===== config.mk =====
export PLATFORM = sky130hd
export DESIGN_NAME = csw_regs
export DESIGN_NICKNAME = d
export VERILOG_FILES = /design/src/logic/csw_pkg.sv /design/src/logic/csw_regs.sv /design/src/logic/csw_swap_unit.sv /design/src/logic/csw_irq_unit.sv
export VERILOG_INCLUDE_DIRS = /design/src /design/src/logic
export SDC_FILE = /design/constraint.sdc
export NUM_CORES = 1
export LEC_CHECK = 0
export ABC_CLOCK_PERIOD_IN_PS = 2450
export BUFFER_PORTS_ARGS = -buffer_cell sky130_fd_sc_hd__buf_4
export CELL_PAD_IN_SITES_DETAIL_PLACEMENT = 1
export CELL_PAD_IN_SITES_GLOBAL_PLACEMENT = 1
export CORE_MARGIN = 2
export CORE_UTILIZATION = 38
export CTS_CLUSTER_SIZE = 10
export DETAILED_ROUTE_END_ITERATION = 10
export PLACE_DENSITY = 0.73
export SLEW_MARGIN = 10
export SYNTH_ARGS = -nofsm -noshare
export SYNTH_HDL_FRONTEND = slang
export SYNTH_SLANG_ARGS = --single-unit

===== constraint.sdc =====
create_clock -name clk_sys_in -period 2.45 [get_ports clk_sys_in]
set_input_delay 0.49 -clock clk_sys_in [delete_from_list [all_inputs] [get_ports clk_sys_in]]
set_output_delay 0.49 -clock clk_sys_in [all_outputs]
set_load 0.005 [all_outputs]

===== src/logic/csw_map.svh =====
`ifndef CSW_MAP_SVH
`define CSW_MAP_SVH

// register byte offsets
`define CSW_OFF_SWAP_DATA 8'h0C
`define CSW_OFF_SWAP_CMP 8'h10
`define CSW_OFF_SWAP_CTRL 8'h14
`define CSW_OFF_IRQ_STATUS 8'h40
`define CSW_OFF_IRQ_MASK 8'h44

// swap_control fields
`define CSW_CTRL_DONE_BIT 31
`define CSW_CTRL_SEL_LSB 0
`define CSW_CTRL_SEL_MSB 1

// interrupt status / mask fields
`define CSW_IRQ_DONE_BIT 0
`define CSW_IRQ_FAIL_BIT 1
`define CSW_IRQ_BUSRST_BIT 2
`define CSW_IRQ_WIDTH 3

// reset values
`define CSW_RST_CTRL_DONE 1'b1
`define CSW_RST_CTRL_SEL 2'h0
`define CSW_RST_WORD 32'h0000_0000
`define CSW_RST_IRQ_MASK 3'h0
`define CSW_RST_BM_ID 32'h0000_003F
`define CSW_RST_BW_AVAIL 32'h0000_1333
`define CSW_RST_CH_HI 32'hFFFF_FFFF
`define CSW_RST_CH_LO 32'hFFFF_FFFF

`endif


===== src/logic/csw_pkg.sv =====
package csw_pkg;
  typedef logic [31:0] csw_word_t;
  typedef logic [7:0] csw_addr_t;

  typedef enum logic [1:0] {
    CSW_RES_BM_ID = 2'b00,
    CSW_RES_BW_AVAIL = 2'b01,
    CSW_RES_CH_HI = 2'b10,
    CSW_RES_CH_LO = 2'b11
  } csw_res_sel_t;

  typedef enum logic [1:0] {
    CSW_ST_IDLE = 2'b00,
    CSW_ST_FETCH = 2'b01,
    CSW_ST_STORE = 2'b10
  } csw_state_t;
endpackage


===== src/logic/csw_regs.sv =====
`timescale 1ns/100ps
`include "csw_map.svh"

module csw_regs (
  input wire logic clk_sys_in,
  input wire logic sys_rst_in,
  input wire csw_pkg::csw_addr_t addr_in,
  input wire csw_pkg::csw_word_t wr_data_in,
  input wire logic wr_en_in,
  input wire logic rd_en_in,
  input wire logic bus_reset_in,
  output csw_pkg::csw_word_t rd_data_out,
  output logic irq_out,
  output csw_pkg::csw_word_t bus_manager_id_out,
  output csw_pkg::csw_word_t bandwidth_avail_out,
  output csw_pkg::csw_word_t channels_hi_out,
  output csw_pkg::csw_word_t channels_lo_out
);
  import csw_pkg::*;

  function automatic logic addr_hit(input csw_addr_t a, input csw_addr_t off);
    addr_hit = (a == off);
  endfunction

  // resource select field of a control word
  function automatic csw_res_sel_t sel_field(input csw_word_t w);
    sel_field = csw_res_sel_t'(w[`CSW_CTRL_SEL_MSB:`CSW_CTRL_SEL_LSB]);
  endfunction

  // interrupt bits sit at the bottom of their word, the rest reads zero
  function automatic csw_word_t irq_word(input logic [`CSW_IRQ_WIDTH-1:0] v);
    irq_word = {{(32 - `CSW_IRQ_WIDTH){1'b0}}, v};
  endfunction

  // control word: flag on top, select at the bottom, bits between read zero
  function automatic csw_word_t ctrl_pack(input logic done, input csw_res_sel_t sel);
    ctrl_pack = `CSW_RST_WORD;
    ctrl_pack[`CSW_CTRL_DONE_BIT] = done;
    ctrl_pack[`CSW_CTRL_SEL_MSB:`CSW_CTRL_SEL_LSB] = sel;
  endfunction

  // bus reset pin comes from outside the clock domain
  logic bus_rst_meta_r;
  logic bus_rst_sync_r;
  logic bus_rst_prev_r;

  // first stage may go metastable; nothing but the second stage reads it
  always_ff @(posedge clk_sys_in) begin
    if (sys_rst_in) begin
      bus_rst_meta_r <= 1'b0;
    end else begin
      bus_rst_meta_r <= bus_reset_in;
    end
  end

  always_ff @(posedge clk_sys_in) begin
    if (sys_rst_in) begin
      bus_rst_sync_r <= 1'b0;
    end else begin
      bus_rst_sync_r <= bus_rst_meta_r;
    end
  end

  // history resets to the idle level of the pin, so no false edge follows reset
  always_ff @(posedge clk_sys_in) begin
    if (sys_rst_in) begin
      bus_rst_prev_r <= 1'b0;
    end else begin
      bus_rst_prev_r <= bus_rst_sync_r;
    end
  end

  wire logic bus_rst_rise = bus_rst_sync_r & ~bus_rst_prev_r;

  // address decode
  wire logic hit_data = addr_hit(addr_in, `CSW_OFF_SWAP_DATA);
  wire logic hit_cmp = addr_hit(addr_in, `CSW_OFF_SWAP_CMP);
  wire logic hit_ctrl = addr_hit(addr_in, `CSW_OFF_SWAP_CTRL);
  wire logic hit_stat = addr_hit(addr_in, `CSW_OFF_IRQ_STATUS);
  wire logic hit_mask = addr_hit(addr_in, `CSW_OFF_IRQ_MASK);

  wire logic wr_data = wr_en_in & hit_data;
  wire logic wr_cmp = wr_en_in & hit_cmp;
  wire logic wr_ctrl = wr_en_in & hit_ctrl;
  wire logic wr_mask = wr_en_in & hit_mask;
  wire logic rd_stat = rd_en_in & hit_stat;
  wire logic hit_any = hit_data | hit_cmp | hit_ctrl | hit_stat | hit_mask;
  wire logic rd_take = rd_en_in & hit_any;

  // swap engine handshake
  logic eng_busy;
  logic eng_done;
  logic eng_match;
  csw_word_t eng_old;
  csw_word_t eng_res [4];

  // a control write while an operation runs only clears the flag
  wire logic start_swap = wr_ctrl & ~eng_busy;

  // swap operand registers
  csw_word_t swap_data_r;
  csw_word_t swap_data_nxt;
  csw_word_t swap_cmp_r;
  csw_word_t swap_cmp_nxt;
  csw_res_sel_t sel_r;
  csw_res_sel_t sel_nxt;
  logic done_r;
  logic done_nxt;

  // after completion the data register reports the value found in the resource
  assign swap_data_nxt = eng_done ? eng_old : (wr_data ? wr_data_in : swap_data_r);
  assign swap_cmp_nxt = wr_cmp ? wr_data_in : swap_cmp_r;
  // select only follows a write that really starts an operation
  assign sel_nxt = start_swap ? sel_field(wr_data_in) : sel_r;
  // completion beats a simultaneous clearing write
  assign done_nxt = eng_done ? 1'b1 : (wr_ctrl ? 1'b0 : done_r);

  always_ff @(posedge clk_sys_in) begin
    if (sys_rst_in) begin
      swap_data_r <= `CSW_RST_WORD;
    end else begin
      swap_data_r <= swap_data_nxt;
    end
  end

  always_ff @(posedge clk_sys_in) begin
    if (sys_rst_in) begin
      swap_cmp_r <= `CSW_RST_WORD;
    end else begin
      swap_cmp_r <= swap_cmp_nxt;
    end
  end

  always_ff @(posedge clk_sys_in) begin
    if (sys_rst_in) begin
      sel_r <= csw_res_sel_t'(`CSW_RST_CTRL_SEL);
    end else begin
      sel_r <= sel_nxt;
    end
  end

  // the flag comes out of reset set, as no operation is outstanding
  always_ff @(posedge clk_sys_in) begin
    if (sys_rst_in) begin
      done_r <= `CSW_RST_CTRL_DONE;
    end else begin
      done_r <= done_nxt;
    end
  end

  csw_swap_unit u_swap (
    .clk_sys_in(clk_sys_in),
    .sys_rst_in(sys_rst_in),
    .start_in(start_swap),
    .sel_in(sel_field(wr_data_in)),
    .cmp_in(swap_cmp_r),
    .data_in(swap_data_r),
    .bus_reset_in(bus_rst_rise),
    .busy_out(eng_busy),
    .done_out(eng_done),
    .match_out(eng_match),
    .old_out(eng_old),
    .res_out(eng_res)
  );

  // interrupt events: done, compare failed, bus reset seen
  logic [`CSW_IRQ_WIDTH-1:0] irq_events;
  logic [`CSW_IRQ_WIDTH-1:0] irq_status;
  logic [`CSW_IRQ_WIDTH-1:0] irq_mask;
  logic irq_line;

  assign irq_events[`CSW_IRQ_DONE_BIT] = eng_done;
  assign irq_events[`CSW_IRQ_FAIL_BIT] = eng_done & ~eng_match;
  assign irq_events[`CSW_IRQ_BUSRST_BIT] = bus_rst_rise;

  csw_irq_unit #(
    .WIDTH(`CSW_IRQ_WIDTH)
  ) u_irq (
    .clk_sys_in(clk_sys_in),
    .sys_rst_in(sys_rst_in),
    .event_in(irq_events),
    .clear_in(rd_stat),
    .mask_wr_in(wr_mask),
    .mask_in(wr_data_in[`CSW_IRQ_WIDTH-1:0]),
    .status_out(irq_status),
    .mask_out(irq_mask),
    .irq_out(irq_line)
  );

  // one word per readable register
  wire csw_word_t data_word = swap_data_r;
  wire csw_word_t cmp_word = swap_cmp_r;
  wire csw_word_t ctrl_word = ctrl_pack(done_r, sel_r);
  wire csw_word_t stat_word = irq_word(irq_status);
  wire csw_word_t mask_word = irq_word(irq_mask);

  // offsets are distinct, so at most one select is high and an or-tree suffices
  wire csw_word_t rd_mux =
      ({32{hit_data}} & data_word) |
      ({32{hit_cmp}} & cmp_word) |
      ({32{hit_ctrl}} & ctrl_word) |
      ({32{hit_stat}} & stat_word) |
      ({32{hit_mask}} & mask_word);

  csw_word_t rd_data_r;

  always_ff @(posedge clk_sys_in) begin
    if (sys_rst_in) begin
      rd_data_r <= `CSW_RST_WORD;
    end else begin
      rd_data_r <= rd_take ? rd_mux : 32'h0000_0000;
    end
  end

  assign rd_data_out = rd_data_r;
  assign irq_out = irq_line;
  assign bus_manager_id_out = eng_res[CSW_RES_BM_ID];
  assign bandwidth_avail_out = eng_res[CSW_RES_BW_AVAIL];
  assign channels_hi_out = eng_res[CSW_RES_CH_HI];
  assign channels_lo_out = eng_res[CSW_RES_CH_LO];
endmodule


===== src/logic/csw_swap_unit.sv =====
`timescale 1ns/100ps
`include "csw_map.svh"

// holds the four bus-management resources and performs one compare-swap at a time
module csw_swap_unit (
  input wire logic clk_sys_in,
  input wire logic sys_rst_in,
  input wire logic start_in,
  input wire csw_pkg::csw_res_sel_t sel_in,
  input wire csw_pkg::csw_word_t cmp_in,
  input wire csw_pkg::csw_word_t data_in,
  input wire logic bus_reset_in,
  output logic busy_out,
  output logic done_out,
  output logic match_out,
  output csw_pkg::csw_word_t old_out,
  output csw_pkg::csw_word_t res_out [4]
);
  import csw_pkg::*;

  csw_state_t state_r;
  csw_state_t state_nxt;
  csw_res_sel_t sel_r;
  csw_word_t cmp_r;
  csw_word_t data_r;
  csw_word_t res_r [4];
  logic done_r;
  logic match_r;
  csw_word_t old_r;

  wire csw_word_t cur_val = res_r[sel_r];
  wire logic cmp_hit = (cur_val == cmp_r);
  wire logic do_store = (state_r == CSW_ST_STORE) && match_r;

  always_comb begin
    unique case (state_r)
      CSW_ST_IDLE: state_nxt = start_in ? CSW_ST_FETCH : CSW_ST_IDLE;
      CSW_ST_FETCH: state_nxt = CSW_ST_STORE;
      CSW_ST_STORE: state_nxt = CSW_ST_IDLE;
      default: state_nxt = CSW_ST_IDLE;
    endcase
  end

  always_ff @(posedge clk_sys_in) begin
    if (sys_rst_in) begin
      state_r <= CSW_ST_IDLE;
      sel_r <= CSW_RES_BM_ID;
      cmp_r <= `CSW_RST_WORD;
      data_r <= `CSW_RST_WORD;
      done_r <= 1'b0;
      match_r <= 1'b0;
      old_r <= `CSW_RST_WORD;
    end else begin
      state_r <= state_nxt;
      done_r <= (state_r == CSW_ST_STORE);
      if (state_r == CSW_ST_IDLE && start_in) begin
        sel_r <= sel_in;
        cmp_r <= cmp_in;
        data_r <= data_in;
      end
      if (state_r == CSW_ST_FETCH) begin
        old_r <= cur_val;
        match_r <= cmp_hit;
      end
    end
  end

  // a bus reset restores the resources; an operation finishing alongside it is dropped
  always_ff @(posedge clk_sys_in) begin
    if (sys_rst_in || bus_reset_in) begin
      res_r[0] <= `CSW_RST_BM_ID;
      res_r[1] <= `CSW_RST_BW_AVAIL;
      res_r[2] <= `CSW_RST_CH_HI;
      res_r[3] <= `CSW_RST_CH_LO;
    end else if (do_store) begin
      res_r[sel_r] <= data_r;
    end
  end

  assign busy_out = (state_r != CSW_ST_IDLE);
  assign done_out = done_r;
  assign match_out = match_r;
  assign old_out = old_r;
  assign res_out = res_r;
endmodule


===== src/logic/csw_irq_unit.sv =====
`timescale 1ns/100ps
`include "csw_map.svh"

// sticky event bits, cleared by a read; a new event beats the clear
module csw_irq_unit #(
  parameter int WIDTH = `CSW_IRQ_WIDTH
) (
  input wire logic clk_sys_in,
  input wire logic sys_rst_in,
  input wire logic [WIDTH-1:0] event_in,
  input wire logic clear_in,
  input wire logic mask_wr_in,
  input wire logic [WIDTH-1:0] mask_in,
  output logic [WIDTH-1:0] status_out,
  output logic [WIDTH-1:0] mask_out,
  output logic irq_out
);
  logic [WIDTH-1:0] status_r;
  logic [WIDTH-1:0] mask_r;
  logic irq_r;

  wire logic [WIDTH-1:0] status_nxt = (clear_in ? '0 : status_r) | event_in;
  wire logic [WIDTH-1:0] mask_nxt = mask_wr_in ? mask_in : mask_r;

  always_ff @(posedge clk_sys_in) begin
    if (sys_rst_in) begin
      status_r <= '0;
      mask_r <= WIDTH'(`CSW_RST_IRQ_MASK);
      irq_r <= 1'b0;
    end else begin
      status_r <= status_nxt;
      mask_r <= mask_nxt;
      irq_r <= |(status_nxt & mask_nxt);
    end
  end

  assign status_out = status_r;
  assign mask_out = mask_r;
  assign irq_out = irq_r;
endmodule


==> summary.md, run 1 <==
| Metric | Value |
|---|---|
| Setup crit end | u_swap.match_out |
| Max cap viols | 0 |
| Largest family of logic cells by synthesized area | simple AND/OR/NAND/NOR gates |
| Layout Nets | 1,819 |
| DRT Wirelength | 48,000 um |
| CTS tree | built |
| IO Pins | 206 |
| Top_reg_cell synth | dfxtp_1 |
| Relative max-transition margin | 64.7% |
| Final period utilization | 95.3% |
| Syn_nets | 1,610 |
| RSZ-0062 raised after global routing | false |
| WS Path Type | reg2reg |
| Unique masters post-synth | 48 |
| Fraction of layout cells with a size suffix above 1 | 21.9% |
| Worst hold slack | 0.188 ns |
| DPL Wire Length | 33,900 um |
| CTS Sinks | 337 |
| Synth Cell Area | 13,200 um^2 |
| Antenna-violating nets left | 0 |
| Synthesis warning total | 0 |
| Hold Path Class | in2reg |
| Die area | 36,300 um^2 |
| Max clock buf depth | 3 |
| Initial DRT Pass Iterations | 5 |
| CP required | 2.89 ns |
| Power Density | 663 nW/um^2 |
| Maximum vdd drop | 359 uV |
| Post-synthesis compound-gate area fraction | 11.8% |
| Initial antenna violation count | 0 |
| Largest net degree at the start of global routing | 109 |
| Crit start category | flip-flop |
| Initial Util | 38.4% |
| Crit-path max FO | 9 |
| Vias | 12,100 |
| First-pass GRT wire length | 72,800 um |
| R2R depth | 9 |
| Outcome | completed |
| Final non-filler cell total | 2,244 |
| Core box area | 34,500 um^2 |
| Total grt overflow | 0 |
| Clock Skews | 0.0130 ns |
| Period minus WS final | 2.34 ns |
| H-tree Lvls | 2 |
| Cells after Synth | 1,565 |
| Vias in the first global route | 12,300 |
| Post-synthesis simple-gate area fraction | 22.3% |
| Worst-Margin Slew | 0.529 ns |
| Fin Setup TNS | 0 ns |
| Drt via density | 5.38 |
| P_leak | 6.41 nW |
| Clock Tree Root | clkbuf_16 |
| First-iteration detailed-routing DRC count | 860 |
| Reg2reg start | u_swap.sel_r[0] |
| ANT cells | 0 |
| Clk_lat worst skew | 0.53 ns |
| Adder-Cell Fraction of Synth Area | 0% |
| FMAX | 0.428 GHz |
| #FFs+latches synth | 337 |
| Ys async rst share | 0% |
| Sequential-to-total area share from yosys stat | 51.0% |
| Synthesized area per cell | 8.46 um^2 |
| Post-synth EDFFs | 0 |
| CTS buffer count | 41 |
| Final Hold Fails | 0 |
| GRT Overall Usage | 26.1% |
| Die Height | 191 um |
| Final Max Tran Viols | 0 |
| Row count | 68 |
| Drt wl/cell | 21.4 um |
| FF-to-FF End | u_swap.match_out |
| Crit path launch | u_swap.sel_r[0] |
| Placed Instances | 2,183 |
| P&R area growth vs syn | 28.1% |
| CP Data Arrival Time | 2.77 ns |
| Final GP Congestion | 0.844 |
| Residual DRC | 0 |
| CP Capture Type | flip-flop |
| Clock slew seen by the registers of the worst setup and hold paths | 0.06 ns |
| Die W | 191 um |
| R2R setup slack | 0.11 ns |
| Setup violators final | 0 |
| XOR/XNOR Fraction of Synth Area | 1.72% |
| Multiplexer share of the synthesized area | 9.14% |
| IO Port Bufs | 205 |
==> per-layer routing <==
| metal | up-vias | routed length (um) | part of all wire (%) | global-route usage [%] |
|---|---|---|---|---|
| li1 | 5657 | - | - | - |
| met4 | 0 | 867 | 1.8 | 5.93 |
| met1 | 6020 | 22600 | 47 | 37.1 |
| met3 | 51 | 3130 | 6.5 | 5.13 |
| met5 | - | 0 | 0 | 0 |
| met2 | 337 | 21400 | 45 | 40.8 |
==> final cells by class <==
cell class	instances	area, um^2
Clock buffer	56	1160
Clock inverter	2	17.5
Fill cell	4066	17500
Inverter	4	15.0
Multi-Input combinational cell	1103	6030
Sequential cell	337	6760
Tap cell	455	569
Timing Repair Buffer	287	2410
==> power breakdown <==
part	switching [mW]	total, mW	leakage, nW	internal, mW
sequential	0.00360	5.49	2.72	5.49
combinational	0.160	0.251	3.11	0.0908
clock	2.24	5.51	0.578	3.27
==> Yosys cell counts, types with 2 or more instances <==
master | count | area, um^2
a211oi_1 | 34 | 255
a21oi_1 | 187 | 936
a222oi_1 | 2 | 20.0
a22oi_1 | 32 | 240
a2bb2oi_1 | 2 | 17.5
and2_1 | 3 | 18.8
buf_1 | 9 | 33.8
buf_2 | 13 | 65.1
buf_4 | 6 | 45.0
buf_6 | 4 | 45.0
clkbuf_1 | 89 | 334
dfxtp_1 | 337 | 6750
inv_1 | 4 | 15.0
mux2_2 | 9 | 101
mux2i_1 | 50 | 500
mux4_2 | 27 | 608
nand2_1 | 520 | 1950
nand2b_1 | 3 | 18.8
nand3_1 | 81 | 405
nand4_1 | 6 | 37.5
nand4b_1 | 2 | 17.5
nor2_1 | 82 | 308
nor2b_1 | 9 | 56.3
nor3_1 | 2 | 10.0
nor4_1 | 2 | 12.5
o21ai_0 | 3 | 15.0
or3_1 | 2 | 12.5
xnor2_1 | 13 | 114
xor2_1 | 13 | 114
==> registers in the layout, indices dropped and copies added (netlist names) <==
register          flops
u_swap.done_out       1
bus_rst_prev_r        1
u_irq.mask_out        3
bus_rst_sync_r        1
u_swap.res_out      128
bus_rst_meta_r        1
done_r                1
rd_data_out          32
sel_r                 1
u_swap.data_r        32
u_swap.sel_r          1
data_word            32
u_swap.cmp_r         32
u_swap.state_r        2
cmp_word             32
u_irq.irq_out         1
u_irq.status_out      3
u_swap.match_out      1
u_swap.old_out       32
==> per-stage QoR <==
stage	utilization (%)	cell area (um^2)	setup WS [ns]	power [mW]
3_3_place_gp	45.6	15700	-0.153	5.86
6_report	49.2	17000	0.114	11.3
2_1_floorplan	-	13200	0.00270	5.72
5_1_grt	49.2	17000	0.0202	11.6
3_5_place_dp	45.6	15700	-0.209	5.86
4_1_cts	49.1	16900	0.0415	11.4
==> worst min path at each step <==
| stage | end | slack (ns) | start | cells after the start |
|---|---|---|---|---|
| after floorplan | bus_rst_sync_r | 0.41 | bus_rst_meta_r | 1 |
| after global placement | u_swap.old_out[1] | 0.44 | u_swap.old_out[1] | 2 |
| after detailed placement | u_swap.old_out[27] | 0.45 | u_swap.old_out[27] | 2 |
| after CTS | bus_rst_meta_r | 0.18 | bus_reset_in | 2 |
| after global routing | bus_rst_meta_r | 0.19 | bus_reset_in | 2 |
| final | bus_rst_meta_r | 0.19 | bus_reset_in | 2 |
==> kinds of logic after synthesis <==
group / Yosys count
muxes: 86
xor gates and xnor gates: 26
DFF: 337
AOI/OAI and AO/OA: 270
buffers and inverters: 125
and+or+nand+nor: 721
==> layout by cell type, fill, tap and decap left out, drive strengths merged, types with 3 or more instances in the layout <==
cell	n
nor2b	9
xnor2	13
mux2i	50
buf	287
a211oi	34
a21oi	187
nor4	3
nand2	520
nand4	6
nand3	81
o21ai	3
inv	6
mux4	27
and2	3
mux2	9
xor2	13
a22oi	32
nand2b	3
nor2	82
clkbuf	56
dfxtp	337
==> what timing repair did <==
| item | CTS | global route |
|---|---|---|
| hold endpoints to repair | 0 | 0 |
| hold buffers | 0 | 0 |
| buffers inserted | 3 | 0 |
| resized for setup | 2 | 8 |
| setup endpoints to repair | 1 | 1 |
| cloned | 0 | 0 |
| pin swaps | 0 | 1 |
==> critical path: stages (launching register included) <==
cell and delay, ns:
dfxtp_4 0.36, buf_4 0.17, buf_12 0.15, mux2i_1 0.19, a222oi_1 0.38, nand4b_1 0.21
a2111oi_2 0.33, buf_4 0.16, nand4_1 0.11, o31ai_2 0.21
Power figures use the tool's default switching activity.
==> run 2, diff against run 1 <==
==> constraint.sdc (replaced) <==
create_clock -name clk_sys_in -period 2.45 [get_ports clk_sys_in]
set_input_delay 0 -clock clk_sys_in [delete_from_list [all_inputs] [get_ports clk_sys_in]]
set_output_delay 0 -clock clk_sys_in [all_outputs]
set_load 0.005 [all_outputs]
==> summary.md, run 2 (same netlist as run 1, synthesis figures left out) <==
| Metric | Value |
|---|---|
| Outcome | completed |
| Worst path top cell family by delay | buffers and inverters |
| Final total power | 11.3 mW |
| CTS Sinks | 337 |
| P&R area growth vs syn | 28.5% |
| First-iteration detailed-routing DRC count | 972 |
| DPL Wire Length | 33,800 um |
| Crit start category | input port |
| Layout Nets | 1,832 |
| Max clock buf depth | 3 |
| Fin util | 49.4% |
| Initial antenna violation count | 0 |
| # fillers | 4,068 |
| Max cap viols | 0 |
| Clock slew seen by the registers of the worst setup and hold paths | 0.05 ns |
| Period minus WS final | 2.31 ns |
| Fraction of layout cells with a size suffix above 1 | 20.3% |
| Final period utilization | 94.2% |
| IO Port Bufs | 205 |
| Drt via density | 5.46 |
| Maximum vdd drop | 439 uV |
| Setup violators final | 0 |
| Vias in the first global route | 12,500 |
| Antenna-violating nets left | 0 |
| Crit path cell chain | dlygate4sd3_1, buf_4, nor4b_4, dlygate4sd3_1, nand3_1, or3_2, buf_12, nand2_1, a21oi_1 |
| Max FFs per register | 128 |
| Final Hold Fails | 0 |
| CTS tree | built |
| Int Pwr | 8.87 mW |
| CTS buffer count | 41 |
| Die W | 191 um |
| GRT Overall Usage | 27.3% |
| Initial DRT Pass Iterations | 5 |
| Clock Skews | 0.0202 ns |
| Crit-path max FO | 67 |
| Row count | 68 |
| CP peak stage delay | 0.62 ns |
| H-tree Lvls | 2 |
| Final GP Congestion | 0.904 |
| Met3 wire length | 3000 um |
| Die area | 36,300 um^2 |
| DRT Wirelength | 49,800 um |
| Clock Tree Root | clkbuf_16 |
| First-pass GRT wire length | 76,300 um |
| Die Height | 191 um |
| Worst Path Buf+Inv | 4 |
| Drt wl/cell | 22.1 um |
| Commonest non-fill, non-tap cell in the layout | nand2_1 |
| Max layer used | met4 |
| Met1 WL | 24,000 um |
| P_leak | 6.39 nW |
| WS Path Type | in2reg |
| Largest net degree at the start of global routing | 86 |
| Cell mode on critical path | dlygate4sd3_1 |
| CP required | 2.84 ns |
| Initial Util | 38.4% |
| Comb pwr share | 2.6% |
| Clk pwr share | 49.0% |
| Core box area | 34,500 um^2 |
| Slowest-stage cell, CP | dlygate4sd3_1 |
| Power Density | 667 nW/um^2 |
| Total grt overflow | 0 |
| Final Max Tran Viols | 0 |
| Residual DRC | 0 |
| P_sw | 2.47 mW |
| CP Capture Type | flip-flop |
| FMAX | 0.433 GHz |
| Met2 wire len | 21,800 um |
| Relative max-transition margin | 53.3% |
| Share of power burned in registers | 48.4% |
| Clk_lat worst skew | 0.54 ns |
| IO Pins | 206 |
| CP Data Arrival Time | 2.70 ns |
| Worst-Margin Slew | 0.699 ns |
| Sw frac | 21.8% |
| Hold Path Class | in2reg |
| Most frequent cells in the layout | 520 x nand2_1, 334 x dfxtp_1, 250 x buf_4 |
| Vias | 12,300 |
## run 2: per-layer routing
| metal | vias to the layer above | global-route usage [%] |
|---|---|---|
| met5 | - | 0 |
| met4 | 0 | 6.14 |
| met3 | 66 | 3.92 |
| met2 | 411 | 41.6 |
| met1 | 6158 | 40.6 |
| li1 | 5683 | - |
## run 2: path summary, 6_finish.rpt
check                                     start                  end  slack [ns]  cells past startpoint
worst max-delay path                 addr_in[3]      u_swap.cmp_r[9]        0.14                      9
worst min-delay path                 addr_in[2]  u_irq.status_out[2]        0.05                      4
worst max register to register  u_swap.sel_r[0]     u_swap.match_out        0.18                      7
worst min register to register   bus_rst_meta_r       bus_rst_sync_r        0.45                      1
## run 2: stage by stage
step                      cell area [um^2]  instances  hold slack [ns]  setup slack (ns)  setup TNS [ns]
after floorplan                      13200       1565           0.0841             0.224               0
final                                17000       2255           0.0505             0.143               0
after detailed placement             15400       2155            0.227          -0.00364        -0.00364
after CTS                            16900       2250           0.0332            0.0960               0
after global routing                 17000       2254           0.0715           -0.0380         -0.0380
after global placement               15400       2155            0.221             0.106               0
## run 2: area by class of cell
cell class / count / area (um^2) / area share, %
Inverter: 4 / 15.0 / 0.0883
Timing Repair Buffer: 300 / 2480 / 14.6
Multi-Input combinational cell: 1103 / 6020 / 35.4
Antenna cell: 1 / 2.50 / 0.0147
Clock buffer: 51 / 1110 / 6.55
Clock inverter: 4 / 55.1 / 0.324
Sequential cell: 337 / 6760 / 39.7
Tap cell: 455 / 569 / 3.35
## run 2: timing repair
action | 4_1_cts | 5_1_grt
pin swaps | 0 | 1
gates cloned | 0 | 0
hold buffers | 39 | 0
buffers inserted | 1 | 4
endpoints found under the hold margin | 93 | 0
resized for setup | 0 | 4
endpoints found under the setup margin | 1 | 1
## run 2: worst register-to-register path, stage by stage (launching register included)
cell and delay, ns:
dfxtp_4 0.43, buf_4 0.14, mux2_2 0.34, a222oi_1 0.32, nand4b_1 0.18, a2111oi_1 0.43, nand4_1 0.14, o31ai_1 0.20
## run 2: power groups by stage
stage | combinational, mW | clock (mW) | sequential (mW)
floorplan | 0.113 | 0 | 5.61
global placement | 0.243 | 0 | 5.61
detailed placement | 0.248 | 0 | 5.61
CTS | 0.298 | 5.61 | 5.49
global route | 0.319 | 5.85 | 5.49
finish | 0.300 | 5.55 | 5.49
==> run 3, diff against run 2 <==
- RECOVER_POWER: default -> 50
==> summary.md, run 3 (same netlist as run 1, synthesis figures left out) <==
| Metric | Value |
|---|---|
| Outcome | completed |
| First-iteration detailed-routing DRC count | 1,068 |
| Final Max Tran Viols | 0 |
| Commonest non-fill, non-tap cell in the layout | nand2_1 |
| Slowest-stage cell, CP | dlygate4sd3_1 |
| Cell mode on critical path | dlygate4sd3_1 |
| # fillers | 4,087 |
| CP peak stage delay | 0.62 ns |
| Core box area | 34,500 um^2 |
| Largest net degree at the start of global routing | 86 |
| Initial antenna violation count | 0 |
| IO Port Bufs | 205 |
| Clk_lat worst skew | 0.54 ns |
| Layout Nets | 1,832 |
| Final instance area | 16,800 um^2 |
| Crit-path max FO | 67 |
| CP required | 2.82 ns |
| Clock Skews | 0.0197 ns |
| FMAX | 0.432 GHz |
| H-tree Lvls | 2 |
| Post-Place Cell Area | 15,400 um^2 |
| Relative max-transition margin | 25.8% |
| Antenna-violating nets left | 0 |
| Initial Util | 38.4% |
| Most frequent cells in the layout | 520 x nand2_1, 334 x dfxtp_1, 187 x a21oi_1 |
| Area of the multi-input gates | 5980 um^2 |
| WS Path Type | in2reg |
| Hold Startpoint | addr_in[2] |
| P&R area growth vs syn | 27.2% |
| Max clock buf depth | 3 |
| Initial DRT Pass Iterations | 5 |
| Clock Tree Root | clkbuf_16 |
| Period minus WS final | 2.32 ns |
| IO Pins | 206 |
| Crit path launch | addr_in[3] |
| Crit start category | input port |
| Die W | 191 um |
| Die Height | 191 um |
| CTS buffer count | 41 |
| DPL Wire Length | 33,800 um |
| GRT Overall Usage | 27.3% |
| P_leak | 6.25 nW |
| Worst hold slack | 0.0552 ns |
| Final total power | 11.3 mW |
| Vias | 12,400 |
| CTS Sinks | 337 |
| Crit path cell chain | dlygate4sd3_1, buf_4, nor4b_4, dlygate4sd3_1, nand3_1, or3_2, buf_12, nand2_1, a21oi_1 |
| Final period utilization | 94.6% |
| Row count | 68 |
| Hold Path Class | in2reg |
| First-pass GRT wire length | 76,300 um |
| Maximum vdd drop | 439 uV |
| Vias in the first global route | 12,500 |
| Fin util | 48.9% |
| Max cap viols | 0 |
| Residual DRC | 0 |
| Register area | 6760 um^2 |
| Drt wl/cell | 22.0 um |
| CP Capture Type | flip-flop |
| Power Density | 673 nW/um^2 |
| Final Hold Fails | 0 |
| Clock slew seen by the registers of the worst setup and hold paths | 0.06 ns |
| CP Data Arrival Time | 2.68 ns |
| DRT Wirelength | 49,600 um |
| Reg2reg start | u_swap.sel_r[0] |
| ANT cells | 0 |
| R2R setup slack | 0.17 ns |
| Drt via density | 5.48 |
| Fraction of layout cells with a size suffix above 1 | 18.7% |
| Final GP Congestion | 0.904 |
| Setup violators final | 0 |
| Max FFs per register | 128 |
| CTS tree | built |
| Die area | 36,300 um^2 |
| Total grt overflow | 0 |
| Worst-Margin Slew | 1.11 ns |
run 3: path summary, 6_finish.rpt:
check                          end  depth (start not counted)
hold / removal      rd_data_out[2]                          4
setup / recovery  u_swap.cmp_r[27]                          9
hold reg to reg     bus_rst_sync_r                          1
setup reg to reg  u_swap.match_out                          7
run 3: stage by stage:
step	TNS (ns)	instances	setup slack [ns]
after floorplan	0	1565	0.224
after global placement	0	2155	0.106
after detailed placement	-0.00364	2155	-0.00364
after CTS	0	2250	0.0960
after global routing	-0.0380	2254	-0.0380
final	0	2254	0.133
run 3: per-layer routing:
| metal | part of all wire (%) | routed length (um) | vias to the layer above | track usage [%] |
|---|---|---|---|---|
| li1 | - | - | 5688 | - |
| met1 | 48 | 23600 | 6155 | 40.6 |
| met2 | 44 | 21700 | 443 | 41.6 |
| met3 | 6.5 | 3250 | 68 | 3.92 |
| met4 | 2.1 | 1030 | 0 | 6.14 |
| met5 | 0 | 0 | - | 0 |
run 3: repair_timing:
action,4_1_cts,5_1_grt
pin swaps,0,1
setup endpoints to repair,1,1
hold endpoints to repair,93,0
resized for setup,0,4
setup buffers,1,4
hold buffers,39,0
run 3: where the power goes:
part / internal [mW] / total [mW] / switching (mW) / leakage, nW
clock: 3.26 / 5.55 / 2.29 / 0.570
combinational: 0.123 / 0.295 / 0.172 / 2.96
sequential: 5.48 / 5.49 / 0.00338 / 2.72
total: 8.87 / 11.3 / 2.47 / 6.25
run 3: cell type report:
class	count	area share (%)
sequential	337	40.1
multi-input combinational	1103	35.5
timing repair buffer	300	13.9
clock buffer	51	6.61
tap	455	3.38
clock inverter	4	0.327
inverter	4	0.0892
run 3: critical path, delay by kind of cell:
family	cells	cell delay, ns
compound gates	1	0.07
buf+inv	4	1.55
simple gates	4	1.04
